--- src/pkg/emcs_regs.svh ---
`ifndef EMCS_REGS_SVH
`define EMCS_REGS_SVH

// ****************************************
// Register indices (byte address = 4 x index)
// ****************************************
`define EMCS_IDX_STATUS 6'h05
`define EMCS_IDX_PHY 6'h06
`define EMCS_IDX_CTRL 6'h07
`define EMCS_IDX_TXST 6'h08
`define EMCS_IDX_TXLN 6'h0a
`define EMCS_IDX_RXST 6'h0c
`define EMCS_IDX_RXLN 6'h0e
`define EMCS_IDX_HTL 6'h10
`define EMCS_IDX_HTH 6'h14
`define EMCS_IDX_FILT 6'h18

// ****************************************
// Field positions
// ****************************************
`define EMCS_ST_CRC 5
`define EMCS_ST_NIB 4
`define EMCS_ST_MORE 3
`define EMCS_ST_BUSY 2
`define EMCS_ST_ABRT 1
`define EMCS_PHY_FIX_HI 3
`define EMCS_PHY_FIX_LO 1
`define EMCS_PHY_LOWPWR 0
`define EMCS_CT_TXRST 7
`define EMCS_CT_RXRST 6
`define EMCS_CT_GO 3
`define EMCS_CT_RXON 2
`define EMCS_FL_DEST 7
`define EMCS_FL_MODE 6
`define EMCS_FL_CRC 5
`define EMCS_FL_MAGIC 3
`define EMCS_FL_HASH 2
`define EMCS_FL_GROUP 1
`define EMCS_FL_BCAST 0

// ****************************************
// Reset values and constants
// ****************************************
`define EMCS_PHY_FIX_RST 3'h3
`define EMCS_HTL_RST 32'h484ea033
`define EMCS_HTH_RST 32'h5000ef97
`define EMCS_CRC_INIT 32'hffffffff
`define EMCS_CRC_POLY 32'hedb88320
`define EMCS_DEST_BYTES 16'h0006

`endif

--- src/pkg/emcs_pkg.sv ---
package emcs_pkg;

  // Classic Wishbone request from the master
  typedef struct packed {
    logic cyc;
    logic stb;
    logic we;
    logic [7:0] adr;
    logic [3:0] sel;
    logic [31:0] dat;
  } emcs_wb_req_type;

  // Receive byte stream from the PHY side
  typedef struct packed {
    logic sof;
    logic valid;
    logic [7:0] data;
    logic eof;
    logic crc_bad;
    logic nibble_bad;
    logic oversize;
    logic magic;
  } emcs_rx_in_type;

  typedef enum logic [1:0] {
    EMCS_TX_IDLE,
    EMCS_TX_FETCH,
    EMCS_TX_SEND
  } emcs_tx_state_type;

  typedef enum logic {
    EMCS_RX_IDLE,
    EMCS_RX_FRAME
  } emcs_rx_state_type;

endpackage : emcs_pkg

--- src/design/emcs_top.sv ---
// Contract
// - Status bits 5,4,3 show CRC, nibble and oversize errors of receive.
// - Status bit 2 is high while a frame is being received.
// - Status bit 1 sets when software aborts a running transmission.
// - PHY bit 0 selects rated drive (0) or energy-saving drive (1).
// - Control bit 7 holds the transmit module in reset.
// - Control bit 6 holds the receive module in reset.
// - Writing 1 to control bit 3 starts transmit; hardware clears it.
// - Frames are accepted only while control bit 2 is 1.
// - Transmit start address is 16 bits, low 15 used, word aligned.
// - Receive start address is 16 bits, low 15 used, word aligned.
// - Transmit length says how many bytes are fetched from the buffer.
// - Receive length is read-only, resets to zero.
// - Filter bit 6 picks any-condition or all-conditions acceptance.
// - Filter bit 7 tests destination against the station address.
// - Filter bit 5 tests the frame CRC result.
// - Filter bit 3 tests for a magic packet.
// - Filter bit 2 tests the 64-bit hash table.
// - Filter bit 1 tests for a multicast destination.
// - Filter bit 0 in any-mode accepts broadcast frames.
// - Filter bit 0 in all-mode discards non-broadcast frames.
//
// Added by the designer: the Wishbone interface to the registers and the register offsets.
`include "emcs_regs.svh"
`timescale 1ns/10ps
`default_nettype none

module emcs_top (
  input wire logic clk_sys,
  input wire logic srst,
  input wire emcs_pkg::emcs_wb_req_type wb_req,
  output logic [31:0] wb_dat_o,
  output logic wb_ack_o,
  input wire logic [47:0] station_addr,
  input wire emcs_pkg::emcs_rx_in_type rx_in,
  output logic rx_dma_wr_valid,
  output logic [14:0] rx_dma_wr_addr,
  output logic [7:0] rx_dma_wr_data,
  output logic rx_frame_stored,
  output logic tx_dma_rd_req,
  output logic [14:0] tx_dma_rd_addr,
  input wire logic tx_dma_rd_ack,
  input wire logic [7:0] tx_dma_rd_data,
  output logic tx_byte_valid,
  output logic [7:0] tx_byte,
  input wire logic tx_byte_ready,
  output logic tx_frame_done,
  output logic tx_low_power_drive
);
  import emcs_pkg::*;

  // ****************************************
  // Functions
  // ****************************************

  // One byte of reflected CRC-32
  function automatic logic [31:0] emcs_crc_byte(input logic [31:0] c,
    input logic [7:0] d);
    logic [31:0] r;
    r = c;
    for (int i = 0; i < 8; i++) begin
      if (r[0] ^ d[i]) begin
        r = (r >> 1) ^ `EMCS_CRC_POLY;
      end else begin
        r = r >> 1;
      end
    end
    return r;
  endfunction : emcs_crc_byte

  // Byte-lane merge of a write into a 32-bit register
  function automatic logic [31:0] emcs_merge(input logic [31:0] old,
    input logic [31:0] wd, input logic [3:0] sel);
    logic [31:0] r;
    r = old;
    for (int i = 0; i < 4; i++) begin
      if (sel[i]) begin
        r[i*8 +: 8] = wd[i*8 +: 8];
      end
    end
    return r;
  endfunction : emcs_merge

  // ****************************************
  // Register bus and register file
  // ****************************************
  logic ack_reg, ack_next;
  logic [31:0] rdat_reg, rdat_next;
  logic [2:0] phy_fix_reg, phy_fix_next;
  logic low_pwr_reg, low_pwr_next;
  logic tx_rst_reg, tx_rst_next;
  logic rx_rst_reg, rx_rst_next;
  logic tx_go_reg, tx_go_next;
  logic rx_on_reg, rx_on_next;
  logic [15:0] txst_reg, txst_next;
  logic [15:0] txln_reg, txln_next;
  logic [15:0] rxst_reg, rxst_next;
  logic [63:0] hash_reg, hash_next;
  logic [7:0] filt_reg, filt_next;
  logic abort_reg, abort_next;
  logic [7:0] status_rd;
  logic [7:0] ctrl_rd;
  logic [5:0] idx;
  logic wr_en;
  logic tx_finish;
  logic tx_busy;
  logic [15:0] rxln_reg;
  logic rx_busy;
  logic crc_err_reg, nib_err_reg, more_err_reg;

  assign idx = wb_req.adr[7:2];
  assign wr_en = wb_req.cyc & wb_req.stb & wb_req.we & ~ack_reg;

  // Read views of status and control
  always_comb begin
    status_rd = 8'h00;
    status_rd[`EMCS_ST_CRC] = crc_err_reg;
    status_rd[`EMCS_ST_NIB] = nib_err_reg;
    status_rd[`EMCS_ST_MORE] = more_err_reg;
    status_rd[`EMCS_ST_BUSY] = rx_busy;
    status_rd[`EMCS_ST_ABRT] = abort_reg;
    ctrl_rd = 8'h00;
    ctrl_rd[`EMCS_CT_TXRST] = tx_rst_reg;
    ctrl_rd[`EMCS_CT_RXRST] = rx_rst_reg;
    ctrl_rd[`EMCS_CT_GO] = tx_go_reg;
    ctrl_rd[`EMCS_CT_RXON] = rx_on_reg;
  end

  // Next values of bus answer and registers
  always_comb begin
    ack_next = wb_req.cyc & wb_req.stb & ~ack_reg;
    rdat_next = rdat_reg;
    phy_fix_next = phy_fix_reg;
    low_pwr_next = low_pwr_reg;
    tx_rst_next = tx_rst_reg;
    rx_rst_next = rx_rst_reg;
    tx_go_next = tx_go_reg;
    rx_on_next = rx_on_reg;
    txst_next = txst_reg;
    txln_next = txln_reg;
    rxst_next = rxst_reg;
    hash_next = hash_reg;
    filt_next = filt_reg;
    abort_next = abort_reg;
    if (tx_finish) begin
      tx_go_next = 1'b0;
    end
    if (ack_next) begin
      case (idx)
        `EMCS_IDX_STATUS: rdat_next = {24'h000000, status_rd};
        `EMCS_IDX_PHY: rdat_next = {28'h0000000, phy_fix_reg, low_pwr_reg};
        `EMCS_IDX_CTRL: rdat_next = {24'h000000, ctrl_rd};
        `EMCS_IDX_TXST: rdat_next = {16'h0000, txst_reg};
        `EMCS_IDX_TXLN: rdat_next = {16'h0000, txln_reg};
        `EMCS_IDX_RXST: rdat_next = {16'h0000, rxst_reg};
        `EMCS_IDX_RXLN: rdat_next = {16'h0000, rxln_reg};
        `EMCS_IDX_HTL: rdat_next = hash_reg[31:0];
        `EMCS_IDX_HTH: rdat_next = hash_reg[63:32];
        `EMCS_IDX_FILT: rdat_next = {24'h000000, filt_reg[7:5],
                                     1'b0, filt_reg[3:0]};
        default: rdat_next = 32'h00000000;
      endcase
    end
    if (wr_en) begin
      case (idx)
        `EMCS_IDX_PHY: begin
          if (wb_req.sel[0]) begin
            phy_fix_next = wb_req.dat[`EMCS_PHY_FIX_HI:`EMCS_PHY_FIX_LO];
            low_pwr_next = wb_req.dat[`EMCS_PHY_LOWPWR];
          end
        end
        `EMCS_IDX_CTRL: begin
          if (wb_req.sel[0]) begin
            tx_rst_next = wb_req.dat[`EMCS_CT_TXRST];
            rx_rst_next = wb_req.dat[`EMCS_CT_RXRST];
            rx_on_next = wb_req.dat[`EMCS_CT_RXON];
            // write one starts, set beats clear
            if (wb_req.dat[`EMCS_CT_GO]) begin
              tx_go_next = 1'b1;
            end
            if (wb_req.dat[`EMCS_CT_TXRST] && tx_busy) begin
              abort_next = 1'b1;
            end
          end
        end
        `EMCS_IDX_TXST: txst_next = 16'(emcs_merge({16'h0000, txst_reg},
          wb_req.dat, wb_req.sel));
        `EMCS_IDX_TXLN: txln_next = 16'(emcs_merge({16'h0000, txln_reg},
          wb_req.dat, wb_req.sel));
        `EMCS_IDX_RXST: rxst_next = 16'(emcs_merge({16'h0000, rxst_reg},
          wb_req.dat, wb_req.sel));
        `EMCS_IDX_HTL: hash_next[31:0] = emcs_merge(hash_reg[31:0],
          wb_req.dat, wb_req.sel);
        `EMCS_IDX_HTH: hash_next[63:32] = emcs_merge(hash_reg[63:32],
          wb_req.dat, wb_req.sel);
        `EMCS_IDX_FILT: begin
          if (wb_req.sel[0]) begin
            filt_next = {wb_req.dat[7:5], 1'b0, wb_req.dat[3:0]};
          end
        end
        default: ;
      endcase
    end
    if (tx_rst_next) begin
      tx_go_next = 1'b0;
    end
    // a fresh start clears the abort mark
    if (!tx_go_reg && tx_go_next) begin
      abort_next = 1'b0;
    end
  end

  // Register the bus and register file
  always_ff @(posedge clk_sys) begin
    if (srst) begin
      ack_reg <= 1'b0;
      rdat_reg <= 32'h00000000;
      phy_fix_reg <= `EMCS_PHY_FIX_RST;
      low_pwr_reg <= 1'b0;
      tx_rst_reg <= 1'b0;
      rx_rst_reg <= 1'b0;
      tx_go_reg <= 1'b0;
      rx_on_reg <= 1'b0;
      txst_reg <= 16'h0000;
      txln_reg <= 16'h0000;
      rxst_reg <= 16'h0000;
      hash_reg <= {`EMCS_HTH_RST, `EMCS_HTL_RST};
      filt_reg <= 8'h00;
      abort_reg <= 1'b0;
    end else begin
      ack_reg <= ack_next;
      rdat_reg <= rdat_next;
      phy_fix_reg <= phy_fix_next;
      low_pwr_reg <= low_pwr_next;
      tx_rst_reg <= tx_rst_next;
      rx_rst_reg <= rx_rst_next;
      tx_go_reg <= tx_go_next;
      rx_on_reg <= rx_on_next;
      txst_reg <= txst_next;
      txln_reg <= txln_next;
      rxst_reg <= rxst_next;
      hash_reg <= hash_next;
      filt_reg <= filt_next;
      abort_reg <= abort_next;
    end
  end

  assign wb_ack_o = ack_reg;
  assign wb_dat_o = rdat_reg;
  assign tx_low_power_drive = low_pwr_reg;

  // ****************************************
  // Transmit engine
  // ****************************************
  emcs_tx_state_type tx_state_reg, tx_state_next;
  logic [15:0] tx_cnt_reg, tx_cnt_next;
  logic tx_req_reg, tx_req_next;
  logic [14:0] tx_addr_reg, tx_addr_next;
  logic tx_val_reg, tx_val_next;
  logic [7:0] tx_byte_reg, tx_byte_next;
  logic tx_done_reg, tx_done_next;

  assign tx_busy = (tx_state_reg != EMCS_TX_IDLE);
  assign tx_finish = tx_done_next;

  // Fetch one byte, send it, repeat for the length
  always_comb begin
    tx_state_next = tx_state_reg;
    tx_cnt_next = tx_cnt_reg;
    tx_req_next = tx_req_reg;
    tx_addr_next = tx_addr_reg;
    tx_val_next = tx_val_reg;
    tx_byte_next = tx_byte_reg;
    tx_done_next = 1'b0;
    case (tx_state_reg)
      EMCS_TX_IDLE: begin
        if (tx_go_reg && !tx_rst_reg) begin
          tx_cnt_next = 16'h0000;
          tx_addr_next = txst_reg[14:0];
          if (txln_reg == 16'h0000) begin
            tx_done_next = 1'b1;
          end else begin
            tx_req_next = 1'b1;
            tx_state_next = EMCS_TX_FETCH;
          end
        end
      end
      EMCS_TX_FETCH: begin
        if (tx_dma_rd_ack) begin
          tx_req_next = 1'b0;
          tx_val_next = 1'b1;
          tx_byte_next = tx_dma_rd_data;
          tx_state_next = EMCS_TX_SEND;
        end
      end
      EMCS_TX_SEND: begin
        if (tx_byte_ready) begin
          tx_val_next = 1'b0;
          tx_cnt_next = tx_cnt_reg + 16'h0001;
          tx_addr_next = tx_addr_reg + 15'h0001;
          if (tx_cnt_reg + 16'h0001 == txln_reg) begin
            tx_done_next = 1'b1;
            tx_state_next = EMCS_TX_IDLE;
          end else begin
            tx_req_next = 1'b1;
            tx_state_next = EMCS_TX_FETCH;
          end
        end
      end
      default: tx_state_next = EMCS_TX_IDLE;
    endcase
    if (tx_rst_reg) begin
      tx_state_next = EMCS_TX_IDLE;
      tx_req_next = 1'b0;
      tx_val_next = 1'b0;
      tx_done_next = 1'b0;
    end
  end

  // Register the transmit engine
  always_ff @(posedge clk_sys) begin
    if (srst) begin
      tx_state_reg <= EMCS_TX_IDLE;
      tx_cnt_reg <= 16'h0000;
      tx_req_reg <= 1'b0;
      tx_addr_reg <= 15'h0000;
      tx_val_reg <= 1'b0;
      tx_byte_reg <= 8'h00;
      tx_done_reg <= 1'b0;
    end else begin
      tx_state_reg <= tx_state_next;
      tx_cnt_reg <= tx_cnt_next;
      tx_req_reg <= tx_req_next;
      tx_addr_reg <= tx_addr_next;
      tx_val_reg <= tx_val_next;
      tx_byte_reg <= tx_byte_next;
      tx_done_reg <= tx_done_next;
    end
  end

  assign tx_dma_rd_req = tx_req_reg;
  assign tx_dma_rd_addr = tx_addr_reg;
  assign tx_byte_valid = tx_val_reg;
  assign tx_byte = tx_byte_reg;
  assign tx_frame_done = tx_done_reg;

  // ****************************************
  // Receive engine and filter
  // ****************************************
  emcs_rx_state_type rx_state_reg, rx_state_next;
  logic [15:0] rx_cnt_reg, rx_cnt_next;
  logic [15:0] rxln_next;
  logic [47:0] dest_reg, dest_next;
  logic [31:0] crc_reg, crc_next;
  logic crc_err_next, nib_err_next, more_err_next;
  logic wr_val_reg, wr_val_next;
  logic [14:0] wr_addr_reg, wr_addr_next;
  logic [7:0] wr_data_reg, wr_data_next;
  logic stored_reg, stored_next;
  logic [5:0] hash_idx;
  logic [7:0] hit;
  logic accept;

  assign rx_busy = (rx_state_reg == EMCS_RX_FRAME);
  // six CRC bits select the table bit
  assign hash_idx = crc_reg[31:26];

  // Per-condition results, indexed like the filter bits
  always_comb begin
    hit = 8'h00;
    hit[`EMCS_FL_DEST] = (dest_reg == station_addr);
    hit[`EMCS_FL_CRC] = ~rx_in.crc_bad;
    hit[`EMCS_FL_MAGIC] = rx_in.magic;
    hit[`EMCS_FL_HASH] = hash_reg[hash_idx];
    hit[`EMCS_FL_GROUP] = dest_reg[40];
    hit[`EMCS_FL_BCAST] = &dest_reg;
  end

  always_comb begin
    if (filt_reg[`EMCS_FL_MODE]) begin
      accept = &(hit | ~filt_reg | 8'h40);
    end else if ((filt_reg & 8'hbf) == 8'h00) begin
      accept = 1'b1;
    end else begin
      accept = |(hit & filt_reg & 8'hbf);
    end
  end

  // Byte collection, buffer writes and frame end
  always_comb begin
    rx_state_next = rx_state_reg;
    rx_cnt_next = rx_cnt_reg;
    rxln_next = rxln_reg;
    dest_next = dest_reg;
    crc_next = crc_reg;
    crc_err_next = crc_err_reg;
    nib_err_next = nib_err_reg;
    more_err_next = more_err_reg;
    wr_val_next = 1'b0;
    wr_addr_next = wr_addr_reg;
    wr_data_next = wr_data_reg;
    stored_next = 1'b0;
    case (rx_state_reg)
      EMCS_RX_IDLE: begin
        // start only while reception is on
        if (rx_in.sof && rx_on_reg) begin
          rx_cnt_next = 16'h0000;
          dest_next = 48'h000000000000;
          crc_next = `EMCS_CRC_INIT;
          rx_state_next = EMCS_RX_FRAME;
        end
      end
      EMCS_RX_FRAME: begin
        if (rx_in.valid) begin
          wr_val_next = 1'b1;
          wr_addr_next = rxst_reg[14:0] + rx_cnt_reg[14:0];
          wr_data_next = rx_in.data;
          rx_cnt_next = rx_cnt_reg + 16'h0001;
          if (rx_cnt_reg < `EMCS_DEST_BYTES) begin
            dest_next = {dest_reg[39:0], rx_in.data};
            crc_next = emcs_crc_byte(crc_reg, rx_in.data);
          end
        end else if (rx_in.eof) begin
          // error flags of the finished frame
          crc_err_next = rx_in.crc_bad;
          nib_err_next = rx_in.nibble_bad;
          more_err_next = rx_in.oversize;
          if (accept) begin
            rxln_next = rx_cnt_reg;
            stored_next = 1'b1;
          end
          rx_state_next = EMCS_RX_IDLE;
        end
      end
      default: rx_state_next = EMCS_RX_IDLE;
    endcase
    if (rx_rst_reg) begin
      rx_state_next = EMCS_RX_IDLE;
      wr_val_next = 1'b0;
      stored_next = 1'b0;
    end
  end

  // Register the receive engine
  always_ff @(posedge clk_sys) begin
    if (srst) begin
      rx_state_reg <= EMCS_RX_IDLE;
      rx_cnt_reg <= 16'h0000;
      rxln_reg <= 16'h0000;
      dest_reg <= 48'h000000000000;
      crc_reg <= `EMCS_CRC_INIT;
      crc_err_reg <= 1'b0;
      nib_err_reg <= 1'b0;
      more_err_reg <= 1'b0;
      wr_val_reg <= 1'b0;
      wr_addr_reg <= 15'h0000;
      wr_data_reg <= 8'h00;
      stored_reg <= 1'b0;
    end else begin
      rx_state_reg <= rx_state_next;
      rx_cnt_reg <= rx_cnt_next;
      rxln_reg <= rxln_next;
      dest_reg <= dest_next;
      crc_reg <= crc_next;
      crc_err_reg <= crc_err_next;
      nib_err_reg <= nib_err_next;
      more_err_reg <= more_err_next;
      wr_val_reg <= wr_val_next;
      wr_addr_reg <= wr_addr_next;
      wr_data_reg <= wr_data_next;
      stored_reg <= stored_next;
    end
  end

  assign rx_dma_wr_valid = wr_val_reg;
  assign rx_dma_wr_addr = wr_addr_reg;
  assign rx_dma_wr_data = wr_data_reg;
  assign rx_frame_stored = stored_reg;

endmodule : emcs_top

`default_nettype wire

--- config.mk ---
export PLATFORM = sky130hd
export DESIGN_NAME = emcs_top
export DESIGN_NICKNAME = d
export VERILOG_FILES = /design/src/pkg/emcs_pkg.sv /design/src/design/emcs_top.sv
export VERILOG_INCLUDE_DIRS = /design/src /design/src/pkg
export SDC_FILE = /design/constraint.sdc
export NUM_CORES = 1
export LEC_CHECK = 0
export BUFFER_PORTS_ARGS = -buffer_cell sky130_fd_sc_hd__buf_2
export CAP_MARGIN = 20
export CORE_ASPECT_RATIO = 0.8
export CORE_UTILIZATION = 47
export CTS_CLUSTER_SIZE = 10
export DETAILED_ROUTE_END_ITERATION = 8
export PLACE_DENSITY = 0.67
export SYNTH_ARGS = -nofsm -noshare
export SYNTH_HDL_FRONTEND = slang
export SYNTH_SLANG_ARGS = --single-unit
--- constraint.sdc ---
create_clock -name clk_sys -period 3.1 [get_ports clk_sys]
set_clock_uncertainty 0.2 [all_clocks]
set_input_delay 0.62 -clock clk_sys [delete_from_list [all_inputs] [get_ports clk_sys]]
set_output_delay 0.62 -clock clk_sys [all_outputs]
set_load 0.01 [all_outputs]
# Word-level counts from Yosys, hierarchy flattened
# Cells that the tools add are included.
dict set report word_totals {
  out_inout_bits 85
  reg_bits 346
  input_bits 122
}
dict set report classes {
  add_sub_neg 4
  magnitude_cmp 2
  eq_ne 22
  n_bitwise 28
  n_mux 87
  reduce_logical 49
}
# operator n
set ops {}
lappend ops {{32-bit two-way mux} 32}
lappend ops {{32-bit case mux with 10 select lines} 1}
lappend ops {{48-bit two-way mux} 3}
lappend ops {{13-bit inverter with 14-bit output} 8}
lappend ops {{48-bit case mux with 2 select lines} 1}
lappend ops {{16-bit two-way mux} 4}
lappend ops {{16-bit case mux with 2 select lines} 2}
lappend ops {{32-bit case mux with 2 select lines} 1}
lappend ops {{3-bit AND reduction} 21}
lappend ops {{48-bit equality test} 1}
lappend ops {{48-bit AND reduction} 1}
lappend ops {{16-bit by 1-bit adder with 16-bit output, second input constant} 2}
lappend ops {{1-bit two-way mux} 30}
lappend ops {{15-bit two-way mux} 2}
lappend ops {{15-bit case mux with 2 select lines} 1}
lappend ops {{6-bit by 4-bit equality test with 1-bit output, second input constant} 4}
lappend ops {{6-bit by 3-bit equality test with 1-bit output, second input constant} 3}
lappend ops {{6-bit by 5-bit equality test with 1-bit output, second input constant} 3}
lappend ops {{16-bit equality test} 1}
lappend ops {{16-bit logical NOT} 1}
lappend ops {{16-bit by 3-bit < comparator with 1-bit output, second input constant} 1}
lappend ops {{15-bit by 1-bit adder with 15-bit output, second input constant} 1}
lappend ops {{15-bit adder} 1}
lappend ops {{2-bit inequality test, second input constant} 7}
lappend ops {{other kinds (29)} 60}

# Depth between registers and ports, before layout
# Gate-level depths: netlist of the first run.
dict set report depth {
  depth_word 40
  depth_mapped 12
}

# Worst setup path before layout of the first run
# Ideal clock, no wire load.
dict set report synth_timing {
  path_kind {reg2reg}
  start {register rx_cnt_reg[0]}
  end {register wr_addr_reg[14] (netlist: rx_dma_wr_addr[14])}
  setup_slack_ns 0.406
  path_buffers 0
  stages_incl_launch_ff 12
  required_ns 2.814
  arrival_time_ns 2.409
  setup_ns 0.086
  period_less_slack_ns 2.694
  cell_sequence {dfxtp_1 -> ha_1 -> inv_1 -> fa_1 -> nor2b_1 -> o31a_1 -> o211ai_1 -> a21oi_1 -> nor3_1 -> o41ai_1 -> xnor2_1 -> a211oi_1}
}
dict set report synth_between {
  elab_chain_cells 1
}
# element line
set synth_rtl {}
lappend synth_rtl {{start: declaration} emcs_top.sv:351} ;# logic [15:0] rx_cnt_reg, rx_cnt_next;
lappend synth_rtl {{start signal: assignment} emcs_top.sv:461} ;# rx_cnt_reg <= rx_cnt_next;
lappend synth_rtl {{15-bit adder} emcs_top.sv:416} ;# wr_addr_next = rxst_reg[14:0] + rx_cnt_reg[14:0];
lappend synth_rtl {{end signal: assignment} emcs_top.sv:469} ;# wr_addr_reg <= wr_addr_next;
lappend synth_rtl {{end: declaration} emcs_top.sv:357} ;# logic [14:0] wr_addr_reg, wr_addr_next;
# Every way passes these cells.
# A chain may end at the register's enable or synchronous reset.

# Worst setup path in the final report of the first run
dict set report layout_timing {
  start {register crc_reg[26]}
  end {register rxln_reg[9]}
}
dict set report layout_between {
  elab_chain_cells 7
  word_cells_on_any_way 9
  classes_between {mux: 4; bitwise: 2; reduce/logical: 3}
}
# element line
set layout_rtl {}
lappend layout_rtl {{start: declaration} emcs_top.sv:354} ;# logic [31:0] crc_reg, crc_next;
lappend layout_rtl {{start signal: assignment} emcs_top.sv:451} ;# crc_reg <= `EMCS_CRC_INIT;
lappend layout_rtl {{start signal: assignment} emcs_top.sv:464} ;# crc_reg <= crc_next;
lappend layout_rtl {{1-bit binary-select mux with 6-bit select *} emcs_top.sv:374} ;# hit[`EMCS_FL_HASH] = hash_reg[hash_idx];
lappend layout_rtl {{1-bit two-way mux (implied by the code) *} emcs_top.sv:374}
lappend layout_rtl {{8-bit AND} emcs_top.sv:385} ;# accept = |(hit & filt_reg & 8'hbf);
lappend layout_rtl {{7-bit OR reduction} emcs_top.sv:385}
lappend layout_rtl {{1-bit two-way mux} emcs_top.sv:382} ;# end else if ((filt_reg & 8'hbf) == 8'h00) begin
lappend layout_rtl {{1-bit two-way mux *} emcs_top.sv:380} ;# if (filt_reg[`EMCS_FL_MODE]) begin
lappend layout_rtl {{4-bit AND reduction (no source line) *} -}
lappend layout_rtl {{end signal: assignment} emcs_top.sv:462} ;# rxln_reg <= rxln_next;
lappend layout_rtl {{end: declaration} emcs_top.sv:107} ;# logic [15:0] rxln_reg;
# Every way passes the cells marked *; elsewhere a longest branch is shown, timed or not. The select of a mux whose other input is x is not followed.

==> metrics.md, run 1 <==
| Metric | Value |
|---|---|
| RSZ-0062 raised after global routing | false |
| Chip height | 172 µm |
| Port Buf Inserts | 204 |
| Fmax | 0.335 GHz |
| Largest family of logic cells by synthesized area | simple AND/OR/NAND/NOR gates |
| Routed Antenna Nets | 0 |
| Mapped Cells | between 2000 and 2500 |
| CP Class | flip-flop to flip-flop |
| DRC viols | 0 |
| HPWL after DPL | 37900 µm |
| Vias | around 16000 |
| CP startpoint | crc_reg[26] |
| Cell Area, Synth | 16900 µm² |
| Crit. End Element | flip-flop |
| Final instance area | 19600 µm² |
| Hold Crit Class | primary input to flip-flop |
| Startpoint Class | flip-flop |
| Status | finished clean |
| # Max-Cap Violations | 0 |
| Power density over the cells | about 470 nW/µm² |
| Mux contribution to synthesized area | 0.0576 |
| # setup viols final | 0 |
| Synth top area cells | dfxtp_1 (41%), nand2_1 (6.9%), a21oi_1 (6.5%) |
| Minimum clock period after layout | 2990 ps |
| Crit share post-route | 0.963 |
| Number of global-route vias before repair | about 14000 |
| Wire per inst | 19.7 µm |
| Synth Area in XOR/XNOR | 0.0821 |
| Largest net degree at the start of global routing | just under 80 |
| Storage cell area | 6930 µm² |
| Post-CTS setup buffer count | 0 |
| Clock Power Share | 0.447 |
| Post-Synth Adder-Cell Area | 0.0137 |
| Seq cells post-synth | around 350 |
| Maximum fanout along the worst path | 17 |
| Post-DP Area | roughly 19000 µm² |
| Switching share of power | 0.233 |
| Iteration-0 DRC Markers | 1810 |
| Syn nets | between 2000 and 2500 |
| Core Area | 35100 µm² |
| Global-route wire length before repair | slightly above 80000 µm |
| TritonCTS Sinks | between 300 and 400 |
| Crit path required time | between 3000 and 4000 ps |
| Hold_sp | wb_req[17] |
| Most frequent cells in the layout | dfxtp_1 (345), nand2_1 (312), a21oi_1 (218) |
| Footprint of the multi-input gates | about 9400 µm² |
| Top-area cell type share of the netlist area | 0.409 |
| Logic pwr share | 0.065 |
| Clock latency on the worst-skew pair | ~530 ps |
| VDD IR max | 385 µV |
| Grt ovf | 0 |
| Max transition margin | 0.480 |
| Flop pwr share | 0.488 |
| Top_reg_cell synth | dfxtp_1 |
| Share of synthesized registers carrying an async set or reset | 0 |
| Compound-cell area share of the yosys netlist | 0.160 |
| Clock transition at the registers of the reported paths | roughly 50 ps |
| Synth-to-Final Area Change | 15.9% |
| Sequential share of the synthesized area | 0.409 |
| Final GP Congestion | between 0.9 and 1 |
| Antenna violations before repair | 4 |
| Fillers | 3265 |
| Root buffer cell | clkbuf_16 |
| EDFF count, synth | 0 |
| Final Hold Vio Count | 0 |
| Worst Path Arrival | 3200 ps |
| Vias per cell | between 5 and 6 |
| CTS tree | done |
| Unique masters post-synth | 72 |
| Die width | ~210 µm |
| Static Leak | between 0.007 and 0.008 µW |
| Layout Cells excl Fill | 2707 |
| Critical R2R Launch | crc_reg[26] |
| Fraction of layout cells with a size suffix above 1 | 0.159 |
| Yosys top cell by area | dfxtp_1 |
| Syn. warnings | 0 |
| Cell Rows | 61 |
| Avg Inst Size Synth | 8.24 µm² |
| Num CTS Buffers | 40 |
| Cells after DPL | approximately 2700 |
| # H-tree levels | 2 |
| Slew Limit Fails | 0 |
| Overall Power | ~9200 µW |
| Pre-antenna DRT Iters | 6 |
| Int Pwr | about 7000 µW |
| Max reg flops | 64 |
| Final hold slack | between 100 and 150 ps |
| Final WL | ~53000 µm |
| Die area | 36800 µm² |
| Commonest non-fill, non-tap cell in the layout | dfxtp_1 |
| NetSw | about 2100 µW |
| GRT Util Overall | 0.281 |
| Least-Margin Pin Slew | 780 ps |
| Top-level I/O count | around 210 |
| Fin nets | around 2400 |
| Simple-gate share of the synthesized area | 0.236 |
| Longest Clk Path Bufs | 3 |
| Starting Density | 0.482 |
==> worst paths after layout <==
check	endpoint	slack [ps]	cells past startpoint
max	rxln_reg[9]	110	10
max reg2reg	rxln_reg[9]	110	10
min reg2reg	rx_dma_wr_addr[10]	250	2
min	hash_reg[17]	110	2
==> Yosys cell counts, types with 31 or more instances <==
cell	n
nand3_1	112
a21oi_1	219
o21ai_0	40
clkbuf_1	117
nor2_1	197
xnor2_1	76
dfxtp_1	346
nand2_1	312
mux2i_1	58
nand4_1	31
xor2_1	80
nor3_1	65
==> through the flow <==
stage / worst slack (ps) / utilization / TNS, ps
final: 115 / 0.559 / 0
after detailed placement: -15.2 / 0.529 / -48.1
after global routing: 6.59 / 0.559 / 0
after CTS: 108 / 0.558 / 0
after global placement: 58.5 / 0.529 / 0
after floorplan: 406 / - / 0
==> repair_timing <==
| action | CTS | global route |
|---|---|---|
| endpoints found under the setup margin | 0 | 13 |
| resized for setup | 0 | 3 |
| hold buffers | 0 | 0 |
==> layer usage <==
metal | wire length, µm | vias up | track usage
met5 | 0 | - | 0
met4 | 1080 | 0 | 0.0708
met3 | 4860 | 73 | 0.0599
met2 | 22900 | 664 | 0.426
met1 | 24400 | 7571 | 0.404
li1 | - | 7593 | -
==> critical path, stage by stage, from the launching register on <==
cell	delay, ps
dfxtp_1	380
buf_4	190
mux4_1	590
a22o_1	220
o21ai_1	200
o2111ai_2	250
a41oi_2	320
a211oi_4	70
buf_12	180
mux2i_1	190
nor2_1	60
==> final cells by class <==
cell class,instances,share of cell area
repair buffers,270,0.0828
clock buffers,45,0.0530
flip-flops and latches,346,0.353
inverters,21,0.00402
diodes,4,0.000510
multi-input cells,1549,0.477
well taps,472,0.0301
==> power by group through the flow <==
stage               Sequential, µW  Combinational [µW]  Clock (µW)
floorplan                     4590                 322           0
global placement              4580                 583           0
detailed placement            4590                 587           0
CTS                           4490                 591        4150
global route                  4490                 641        4350
finish                        4490                 597        4110
==> cell families after synthesis <==
family | count (synthesis)
compound gates | 432
xor+xnor | 157
fa+ha+maj | 18
buf+inv | 161
flops | 346
mux | 78
simple gates | 864
(Power assumes the default switching activity.)
==> run 2, diff against run 1 <==
- CELL_PAD_IN_SITES_DETAIL_PLACEMENT: unset -> 1
- CELL_PAD_IN_SITES_GLOBAL_PLACEMENT: unset -> 1
- CORE_UTILIZATION: 47 -> 44
- PLACE_DENSITY: 0.67 -> unset
- PLACE_DENSITY_LB_ADDON: unset -> 0.1
- SKIP_LAST_GASP: unset -> 1
==> metrics.md, run 2 (synthesized netlist as in run 1, its figures left out) <==
| Metric | Value |
|---|---|
| Final instance area | a little under 20000 µm² |
| Max reg flops | 64 |
| Final hold slack | 99.5 ps |
| Static Leak | between 0.007 and 0.008 µW |
| Starting Density | 0.452 |
| Wire per inst | about 22 µm |
| Post-layout util | 0.530 |
| # H-tree levels | 2 |
| TNS Setup | 0 ps |
| VDD IR max | roughly 300 µV |
| Pre-antenna DRT Iters | 6 |
| Vias per cell | 6.03 |
| Maximum fanout along the worst path | 17 |
| DRC viols | 0 |
| Fmax | 0.341 GHz |
| Iteration-0 DRC Markers | roughly 1500 |
| Crit. End Element | flip-flop |
| Final WL | between 60000 and 70000 µm |
| Grt ovf | 0 |
| Hold Crit Class | primary input to flip-flop |
| Fraction of layout cells with a size suffix above 1 | 0.165 |
| Global-route wire length before repair | 94700 µm |
| Status | finished clean |
| Most frequent cells in the layout | dfxtp_1 (345), nand2_1 (312), a21oi_1 (218) |
| Core Area | roughly 37000 µm² |
| Slew Limit Fails | 0 |
| Port Buf Inserts | a little over 200 |
| Cell Rows | 63 |
| Startpoint Class | flip-flop |
| TritonCTS Sinks | approximately 350 |
| Clock latency on the worst-skew pair | ~560 ps |
| Final GP Congestion | about 0.92 |
| Worst Path Arrival | around 3200 ps |
| Commonest non-fill, non-tap cell in the layout | dfxtp_1 |
| GRT Util Overall | 0.306 |
| Antenna violations before repair | 2 |
| Top-level I/O count | a little over 200 |
| Clock transition at the registers of the reported paths | 50 ps |
| Synth-to-Final Area Change | 17.2% |
| Die width | about 220 µm |
| PostCTS Resize Cnt | 0 |
| Least-Margin Pin Slew | roughly 800 ps |
| Fillers | 4536 |
| # setup viols final | 0 |
| Routed Antenna Nets | 0 |
| RSZ-0062 raised after global routing | false |
| Number of global-route vias before repair | about 16000 |
| Crit path required time | roughly 3300 ps |
| Vias | 16500 |
| Post-DP Area | ~19000 µm² |
| Longest Clk Path Bufs | 3 |
| Fin nets | roughly 2400 |
| CTS tree | done |
| Crit share post-route | 0.945 |
| Root buffer cell | clkbuf_16 |
| HPWL after DPL | ~45000 µm |
| Die area | 39300 µm² |
| CP Class | flip-flop to flip-flop |
| Hold Buf Count CTS | 0 |
| Power density over the cells | 478 nW/µm² |
| Chip height | about 180 µm |
| Largest net degree at the start of global routing | 79 |
| Num CTS Buffers | between 40 and 50 |
| Final Hold Vio Count | 0 |
| # Max-Cap Violations | 0 |
| Max transition margin | 0.469 |
| Post-CTS setup buffer count | 0 |
| Minimum clock period after layout | 2930 ps |
[run 2: cell count changes in the layout (fill, tap and decap cells not counted), sizes merged]
| cell | before | now |
|---|---|---|
| diode | 4 | 1 |
| inv | 21 | 22 |
| clkinv | 0 | 1 |
| clkbuf | 45 | 52 |
| buf | 270 | 281 |
[run 2: critical path, stage by stage, from the launching register on]
cell       delay, ps
dfxtp_2          370
buf_12           180
mux4_1           640
a22o_1           230
o21ai_1          200
o2111ai_1        170
a41oi_2          280
a211oi_4          70
buf_12           190
mux2i_1          180
nor2_1            70
[run 2: area by class of cell]
cell class / count / area (µm²) / share of cell area
diodes: 1 / 2.50 / 0.000126
clock buffers: 52 / 1130 / 0.0569
multi-input cells: 1549 / 9350 / 0.471
inverters: 21 / 78.8 / 0.00397
clock inverters: 2 / 13.8 / 0.000693
flip-flops and latches: 346 / 6930 / 0.349
repair buffers: 281 / 1730 / 0.0874
well taps: 487 / 609 / 0.0307
[run 2: stage by stage]
stage                     setup WS [ps]  instances  total power, µW
after global placement            -1.33       2684             5180
final                               171       2739             9490
after CTS                          52.2       2738             9550
after detailed placement          -61.4       2684             5190
after global routing               6.65       2739             9780
after floorplan                     406       2056             4910
[run 2: routing by layer]
| layer | vias up | global-route usage | routed length [µm] |
|---|---|---|---|
| li1 | 7632 | - | - |
| met4 | 0 | 0.0798 | 1160 |
| met3 | 94 | 0.0523 | 4560 |
| met5 | - | 0 | 0 |
| met1 | 8237 | 0.435 | 28700 |
| met2 | 560 | 0.479 | 27200 |
[run 2: path summary, 6_finish.rpt]
| check | start | end | slack (ps) | cells past startpoint |
|---|---|---|---|---|
| max | crc_reg[26] | rxln_reg[8] | 170 | 10 |
| min | tx_dma_rd_data[0] | tx_byte[0] | 100 | 3 |
| max reg2reg | crc_reg[26] | rxln_reg[8] | 170 | 10 |
| min reg2reg | rx_dma_wr_addr[5] | rx_dma_wr_addr[5] | 250 | 2 |
[run 2: power by group]
part,internal (µW),switching [µW]
Sequential,4470,15.7
Combinational,242,376
Clock,2520,1870
